<file path="config.mk">
export PLATFORM = sky130hd
export DESIGN_NAME = dma_tc_error_reporting
export DESIGN_NICKNAME = d
export VERILOG_FILES = /design/src/rtl/dma_err_pkg.sv /design/src/rtl/bus_status_pick.sv /design/src/rtl/dma_tc_error_reporting.sv
export VERILOG_INCLUDE_DIRS = /design/src /design/src/rtl
export SDC_FILE = /design/constraint.sdc
export NUM_CORES = 1
export LEC_CHECK = 0
export ABC_AREA = 1
export BUFFER_PORTS_ARGS = -buffer_cell sky130_fd_sc_hd__buf_2
export CAP_MARGIN = 25
export CORE_UTILIZATION = 33
export CTS_BUF_LIST = sky130_fd_sc_hd__clkbuf_16
export DETAILED_ROUTE_END_ITERATION = 12
export GPL_TIMING_DRIVEN = 0
export PLACE_DENSITY = 0.78
export SYNTH_ARGS = -nofsm -noshare
export SYNTH_HDL_FRONTEND = slang
export SYNTH_SLANG_ARGS = --single-unit
</file>
<file path="constraint.sdc">
create_clock -name clock -period 1.2 [get_ports clock]
set_input_delay 0.12 -clock clock [delete_from_list [all_inputs] [get_ports clock]]
set_output_delay 0.12 -clock clock [all_outputs]
set_load 0.01 [all_outputs]
</file>
<file path="src/rtl/dma_err_regs.svh">
/*
 * Register offsets, field positions, reset values and widths of the
 * transfer controller error block.
 * Assumes byte addressing on a 32-bit APB, one aligned word a register.
 */
`ifndef DMA_ERR_REGS_SVH
`define DMA_ERR_REGS_SVH

`define ERR_ADDR_W 12
`define ERR_STATUS_OFS 12'h000
`define ERR_ENABLE_OFS 12'h004
`define ERR_CLEAR_OFS 12'h008
`define ERR_DETAILS_OFS 12'h00C

`define ERR_BUS_BIT 0
`define ERR_RSV_BIT 1
`define ERR_REQ_BIT 2
`define ERR_ADDR_BIT 3

`define DET_STAT_LSB 0
`define DET_CODE_LSB 8
`define DET_INTEN_BIT 16
`define DET_CHAIN_BIT 17

`define STAT_W 4
`define CODE_W 6
`define CNT_W 16
`define ENABLE_RST 4'h0
`define STAT_NONE 4'h0
`define ALIGN_BITS_DEF 5

`endif

</file>
<file path="src/rtl/dma_err_pkg.sv">
/*
 * Types for the transfer controller error block.
 * Assumes dma_err_regs.svh is compiled alongside.
 */
`include "dma_err_regs.svh"

package dma_err_pkg;

	// whole state of the error block, registered as one word
	typedef struct packed {
		logic addrFault;
		logic reqFault;
		logic busFault;
		logic [3:0] enable;
		logic [`STAT_W-1:0] detStat;
		logic [`CODE_W-1:0] detCode;
		logic detIntEn;
		logic detChainEn;
		logic [31:0] rdata;
	} err_state_t;

endpackage

</file>
<file path="src/rtl/bus_status_pick.sv">
/*
 * Picks one bus status report when read and write status may arrive
 * together, with the transfer options that travel with it.
 * Assumes both status buses are on the block's clock.
 */
`timescale 1ns/1ps
`include "dma_err_regs.svh"

module bus_status_pick
	import dma_err_pkg::*;
(
	// read status bus
	input wire logic [`STAT_W-1:0] rdStat,
	input wire logic [`CODE_W-1:0] rdCode,
	input wire logic rdIntEn,
	input wire logic rdChainEn,
	// write status bus
	input wire logic [`STAT_W-1:0] wrStat,
	input wire logic [`CODE_W-1:0] wrCode,
	input wire logic wrIntEn,
	input wire logic wrChainEn,
	// chosen report
	output logic hit,
	output logic [`STAT_W-1:0] selStat,
	output logic [`CODE_W-1:0] selCode,
	output logic selIntEn,
	output logic selChainEn
);

	logic useWr;

	// a nonzero write status outranks a nonzero read status
	assign useWr = (wrStat != `STAT_NONE); // RULE9
	assign hit = useWr || (rdStat != `STAT_NONE);
	assign selStat = useWr ? wrStat : rdStat; // RULE9
	assign selCode = useWr ? wrCode : rdCode; // RULE10
	assign selIntEn = useWr ? wrIntEn : rdIntEn; // RULE10
	assign selChainEn = useWr ? wrChainEn : rdChainEn; // RULE10

endmodule

</file>
<file path="src/rtl/dma_tc_error_reporting.sv">
/*
 * Error reporting register bank of a DMA transfer controller: three
 * sticky fault flags, interrupt enables, write-one clear and a capture
 * of the bus fault particulars, reached over APB.
 * Assumes request and bus status inputs come from logic on clock.
 */
// The register offsets and the APB interface to the registers were decided locally.
// Functional notes
// RULE1: access to an unmapped address in register space sets status bit 3.
// RULE2: bad constant-mode alignment or zero first/second count sets bit 2.
// RULE3: source/destination bus error sets bit 0; particulars go to details.
// RULE4: interrupt is high while any status bit and its enable are set.
// RULE5: enable bits 3, 2, 0 are read/write, reset 0, 0 masks the flag.
// RULE6: software writes 0 to reserved enable bit 1.
// RULE7: clear bits 3 and 2 clear their flag only; writing 0 does nothing.
// RULE8: clear bit 0 clears the bus flag and wipes the details register.
// RULE9: details keep the nonzero 4-bit status; write status wins a tie.
// RULE10: details also hold code, interrupt and chaining enables of it.
// RULE11: flags stay set until cleared, so the interrupt is a level.
`timescale 1ns/1ps
`include "dma_err_regs.svh"

module dma_tc_error_reporting
	import dma_err_pkg::*;
#(
	parameter int ALIGN_BITS = `ALIGN_BITS_DEF
)
(
	// clock and reset
	input wire logic clock,
	input wire logic rst,
	// apb slave
	input wire logic psel,
	input wire logic penable,
	input wire logic pwrite,
	input wire logic [`ERR_ADDR_W-1:0] paddr,
	input wire logic [31:0] pwdata,
	output logic [31:0] prdata,
	output logic pready,
	output logic pslverr,
	// incoming transfer request
	input wire logic reqValid,
	input wire logic reqSrcConst,
	input wire logic reqDstConst,
	input wire logic [31:0] reqSrcAddr,
	input wire logic [31:0] reqDstAddr,
	input wire logic [`CNT_W-1:0] reqFirstCount,
	input wire logic [`CNT_W-1:0] reqSecondCount,
	// read status bus
	input wire logic [`STAT_W-1:0] rdStat,
	input wire logic [`CODE_W-1:0] rdCode,
	input wire logic rdIntEn,
	input wire logic rdChainEn,
	// write status bus
	input wire logic [`STAT_W-1:0] wrStat,
	input wire logic [`CODE_W-1:0] wrCode,
	input wire logic wrIntEn,
	input wire logic wrChainEn,
	// interrupt
	output logic errorIrq
);

	// the alignment mask must fit a 32-bit address
	if (ALIGN_BITS < 1 || ALIGN_BITS > 12)
	begin : g_check
		$error("ALIGN_BITS out of range");
	end

	err_state_t st;
	err_state_t next_st;
	logic setup;
	logic access;
	logic mapped;
	logic wrAcc;
	logic addrEvt;
	logic reqEvt;
	logic busHit;
	logic [`STAT_W-1:0] selStat;
	logic [`CODE_W-1:0] selCode;
	logic selIntEn;
	logic selChainEn;
	logic [31:0] alignMask;
	logic srcBad;
	logic dstBad;
	logic [31:0] statusWord;
	logic [31:0] enableWord;
	logic [31:0] detailsWord;

	// status bus arbitration lives in its own leaf
	bus_status_pick i_bus_status_pick (
		.rdStat(rdStat),
		.rdCode(rdCode),
		.rdIntEn(rdIntEn),
		.rdChainEn(rdChainEn),
		.wrStat(wrStat),
		.wrCode(wrCode),
		.wrIntEn(wrIntEn),
		.wrChainEn(wrChainEn),
		.hit(busHit),
		.selStat(selStat),
		.selCode(selCode),
		.selIntEn(selIntEn),
		.selChainEn(selChainEn)
	);

	// bus phases and address decode
	assign setup = psel && !penable;
	assign access = psel && penable;
	assign mapped = (paddr == `ERR_STATUS_OFS) ||
		(paddr == `ERR_ENABLE_OFS) ||
		(paddr == `ERR_CLEAR_OFS) ||
		(paddr == `ERR_DETAILS_OFS);
	assign wrAcc = access && pwrite && mapped;
	// zero wait states: read data was staged during setup
	assign pready = access;
	assign pslverr = access && !mapped;
	assign prdata = st.rdata;

	// an access outside the map is a fault, read or write alike
	assign addrEvt = access && !mapped; // RULE1

	// constant addressing needs aligned addresses; counts must be nonzero
	assign alignMask = (32'h1 << ALIGN_BITS) - 32'h1;
	assign srcBad = reqSrcConst && ((reqSrcAddr & alignMask) != 32'h0);
	assign dstBad = reqDstConst && ((reqDstAddr & alignMask) != 32'h0);
	assign reqEvt = reqValid && (srcBad || dstBad || // RULE2
		reqFirstCount == '0 || reqSecondCount == '0); // RULE2

	// read views; reserved bits read as zero, except enable bit 1, which reads back as written
	always_comb
	begin
		statusWord = 32'h0;
		statusWord[`ERR_ADDR_BIT] = st.addrFault;
		statusWord[`ERR_REQ_BIT] = st.reqFault;
		statusWord[`ERR_BUS_BIT] = st.busFault;
		enableWord = 32'h0;
		enableWord[3:0] = st.enable;
		detailsWord = 32'h0;
		detailsWord[`DET_STAT_LSB +: `STAT_W] = st.detStat;
		detailsWord[`DET_CODE_LSB +: `CODE_W] = st.detCode;
		detailsWord[`DET_INTEN_BIT] = st.detIntEn;
		detailsWord[`DET_CHAIN_BIT] = st.detChainEn;
	end

	// next state: clears first, then events, so a set in the
	// same cycle as its clear survives
	always_comb
	begin
		next_st = st;
		if (wrAcc && paddr == `ERR_ENABLE_OFS)
		begin
			// bit 1 is stored but never gates anything
			next_st.enable = pwdata[3:0]; // RULE5
		end
		if (wrAcc && paddr == `ERR_CLEAR_OFS)
		begin
			if (pwdata[`ERR_ADDR_BIT])
			begin
				next_st.addrFault = 1'b0; // RULE7
			end
			if (pwdata[`ERR_REQ_BIT])
			begin
				next_st.reqFault = 1'b0; // RULE7
			end
			if (pwdata[`ERR_BUS_BIT])
			begin
				next_st.busFault = 1'b0; // RULE8
				next_st.detStat = `STAT_NONE; // RULE8
				next_st.detCode = '0; // RULE8
				next_st.detIntEn = 1'b0; // RULE8
				next_st.detChainEn = 1'b0; // RULE8
			end
		end
		// flags are sticky: only the clear path above lowers them
		if (addrEvt)
		begin
			next_st.addrFault = 1'b1; // RULE1 RULE11
		end
		if (reqEvt)
		begin
			next_st.reqFault = 1'b1; // RULE2 RULE11
		end
		if (busHit)
		begin
			next_st.busFault = 1'b1; // RULE3 RULE11
			// keep the first fault's particulars until software clears
			if (!st.busFault || next_st.detStat == `STAT_NONE)
			begin
				next_st.detStat = selStat; // RULE3 RULE9
				next_st.detCode = selCode; // RULE10
				next_st.detIntEn = selIntEn; // RULE10
				next_st.detChainEn = selChainEn; // RULE10
			end
		end
		// stage read data in setup so it comes from a flop in access
		if (setup)
		begin
			case (paddr)
				`ERR_STATUS_OFS: next_st.rdata = statusWord;
				`ERR_ENABLE_OFS: next_st.rdata = enableWord;
				`ERR_DETAILS_OFS: next_st.rdata = detailsWord;
				default: next_st.rdata = 32'h0;
			endcase
		end
	end

	// single state register, synchronous reset
	always_ff @(posedge clock)
	begin
		if (rst)
		begin
			st <= '0;
			st.enable <= `ENABLE_RST;
		end
		else
		begin
			st <= next_st;
		end
	end

	// reserved enable bit 1 is deliberately left out of the gate
	assign errorIrq = (st.addrFault && st.enable[`ERR_ADDR_BIT]) || // RULE4
		(st.reqFault && st.enable[`ERR_REQ_BIT]) || // RULE5
		(st.busFault && st.enable[`ERR_BUS_BIT]); // RULE4
endmodule

</file>
==> out/metrics.csv <==
stage,metric,value,unit
status,status,"finished, final reports clean",
logic_synthesis,cell area after synthesis,0.00209,mm^2
logic_synthesis,synth cell count leaders,"44 x nand2_1, 34 x nand3_1, 33 x nor2_1",
worst_setup_path,Critical Path End Type,primary output,
timing,fin. max-slew vios,0,
layout,fin nets,615,
floorplan,Core ar.,0.00603,mm^2
worst_setup_path,Crit path required time,1.08,ns
detailed_routing,drt total wl,5.76,mm
floorplan,Die X,81.7,um
logic_synthesis,register bit total from synthesis,31,
worst_setup_path,Worst Path Buf+Inv,3,
global_routing,Global Route Usage Sum,17.3,%
cts,CTS tree,built,
logic_synthesis,register area share after synthesis,29.6,%
pwr,Max VDD drop,0.000700,V
placement,GP Congestion,0.844,
pwr,LEAKAGE,1.59,nW
detailed_routing,DRC viols,0,
detailed_routing,via count,2364,
cts,CTS Buf Count,5,
logic_synthesis,synthesized area per cell,6.76,um^2
worst_setup_path,Worst Path Max Fanout,8,
placement,post-DP HPWL,4.71,mm
floorplan,I/O pin total,207,
worst_setup_path,"Largest delay share family, worst path",simple AND/OR/NAND/NOR gates,
cts,Worst-path clk slew,0.05,ns
hold_path,worst hold path type,input port to register,
timing,Setup Viol. Count Final,0,
layout,area grow syn2layout,45.0,%
detailed_routing,DR WL/cell,11.1,um
logic_synthesis,Post-synth EDFFs,0,
logic_synthesis,dominant cells by area after synthesis,"dfxtp_1 30%, buf_4 11%, nand3_1 8.1%",
global_routing,first-pass GRT wire length,8.73,mm
worst_setup_path,arrival time worst endpoint,1.02,ns
placement,IO Port Bufs,103,
timing,Final Hold Fails,0,
global_routing,via count of the first global-routing pass,2022,
timing,setup TNS,0,ns
cts,cts-stage hold buffer count,0,
detailed_routing,Starting DRT DRC Count,100,
cts,Clock Tree Buf Depth,2,
layout,Final Util,50.4,%
cts,htree depth,2,
pwr,Power Density,956,mW/mm^2
layout,share of cells above drive strength 1,40.1,%
logic_synthesis,most common cell in the synthesized netlist,nand2_1,
worst_setup_path,Worst setup SP type,input port,
floorplan,die area,0.00667,mm^2
logic_synthesis,Post-Syn Instances,310,
worst_setup_path,CP cell instances,buf_2 > nor2_4 > nand2_2 > nor2_4 > nand2_1 > inv_2 > nor2_1 > buf_2,
timing,Post-Route Skew,0.00547,ns
global_routing,number of antenna violations at the first check in global routing,1,
layout,"non-filler cells, final",520,
detailed_routing,ANT nets after route,0,
floorplan,Rows,28,
global_routing,gr ovfl total,0,
layout,final instance area,0.00304,mm^2
logic_synthesis,Async SR Flop Fraction,0,%
layout,Layout fillers,593,
worst_setup_path,critical-path cell with the highest stage delay,buf_2,
detailed_routing,drt first pass iters,4,
timing,crit share post-route,95.1,%
logic_synthesis,synth unique cells,32,
cts,CTS Root Cell,clkbuf_16,
timing,Peak Freq,876,MHz
cts,Clock Latency Late Sink,0.28,ns
floorplan,height of the die,81.7,um
placement,placed cell areas,0.00281,mm^2
logic_synthesis,leading area contributor after synthesis,dfxtp_1,
worst_setup_path,Critical Setup Path Class,input port to primary output,
worst_setup_path,crit-path max cell delay,0.14,ns
global_routing,largest net degree at the start of global routing,11,
floorplan,initial core utilization,34.8,%
logic_synthesis,top cell type's share of synthesized area,29.6,%
logic_synthesis,dominant synthesized flop cell,dfxtp_1,
flow_run,number of max-cap violations,0,
cts,Clock Sinks,31,
logic_synthesis,Yosys warning total,0,
placement,dpl cells,507,
timing,post-route minimum period,1.14,ns
detailed_routing,vias per cell,4.55,
pwr,Design Power,2.90,mW
[metrics by stage]
step | setup slack, ns | hold slack (ns)
after floorplan | -0.0176 | 0.277
after global placement | -0.342 | 0.391
after detailed placement | -0.359 | 0.388
after CTS | 0.0107 | 0.101
after global routing | -0.0330 | 0.132
final | 0.0588 | 0.108
[sequential cells by signal, indices dropped and copies added, names as in the netlist]
| register | cells |
|---|---|
| enableWord | 4 |
| detailsWord | 12 |
| prdata | 12 |
| st | 3 |
[worst paths after layout]
path / start / end / slack, ns / depth (start not counted)
min reg2reg: enableWord[1]$_SDFFE_PP0P_ / enableWord[1]$_SDFFE_PP0P_ / 0.46 / 2
max reg2reg: detailsWord[2]$_SDFF_PP0_ / detailsWord[0]$_SDFF_PP0_ / 0.15 / 7
min: reqValid / st[49]$_SDFFE_PP0P_ / 0.11 / 3
max: paddr[11] / pslverr / 0.06 / 8
[final cells by class]
| class | count | area (um^2) | area share [%] |
|---|---|---|---|
| Multi-Input combinational cell | 222 | 1200 | 39.4 |
| Sequential cell | 31 | 621 | 20.4 |
| Timing Repair Buffer | 108 | 557 | 18.3 |
| Buffer | 41 | 295 | 9.72 |
| Inverter | 34 | 130 | 4.29 |
| Clock buffer | 5 | 125 | 4.12 |
| Tap cell | 75 | 93.8 | 3.09 |
| Clock inverter | 3 | 15.0 | 0.494 |
| Antenna cell | 1 | 2.50 | 0.0824 |
[timing repair]
action,4_1_cts,5_1_grt
cloned,1,0
pin swaps,3,3
setup endpoints to repair,22,24
resized for setup,5,12
buffers inserted,3,1
[layer usage]
layer	global-route usage, %	vias up	share of wire, %
li1	-	1235	-
met1	20.1	1026	42
met2	29.8	93	47
met3	4.11	10	7.6
met4	8.42	0	3.4
met5	0	-	0
[cells by family (layout without fill, tap and decap cells)]
| logic type | after synthesis | in the layout | synth area share, % |
|---|---|---|---|
| multiplexers | 8 | 8 | 3.82 |
| flip-flops | 31 | 31 | 29.6 |
| other | 1 | 21 | 0.179 |
| AND/OR/NAND/NOR | 142 | 142 | 32.0 |
| buffers and inverters | 76 | 191 | 20.6 |
| AO/OA/AOI/OAI | 52 | 52 | 13.7 |
[report_power, final]
group          internal [mW]  switching (mW)  leakage [nW]  total (mW)
Combinational          0.300           0.310          1.27       0.610
Sequential              1.08          0.0321         0.254        1.12
Clock                  0.751           0.427        0.0649        1.18
Total                   2.13           0.769          1.59        2.90
[layout by cell type (no fill, tap or decap)]
master      synthesis  routed
nand2_1            44      42
o21ai_1             1       1
o21ai_2             1       1
and2_1              8       8
inv_1              29      28
clkinv_1            1       3
nand4_1             5       5
o21ai_0            12      12
o211ai_1            3       3
a21oi_1            28      28
conb_1              1      20
a21oi_2             3       3
buf_4              32      37
nand3b_1            2       2
nor2_1             33      28
dfxtp_1            31      31
nor2_4              1       7
clkbuf_16           0       5
clkbuf_1            3       3
mux2i_1             8       8
buf_1               1       1
buf_2               3     105
inv_2               4       4
nand2_2             2       3
nand3_2             1       2
clkinvlp_4          0       1
inv_4               0       1
nor3_1              4       3
nand2_4             1       2
nand4_4             0       1
nand3_1            34      32
a31oi_1             4       4
nor4_1              4       4
nand3_4             0       1
nor2_2              2       1
diode_2             0       1
nor3_2              0       1
buf_6               3       3
[tightest hold or removal path, cell delays in order]
cell	delay [ns]
buf_2	0.09
o21ai_0	0.06
a21oi_1	0.06
(Power assumes the default switching activity.)
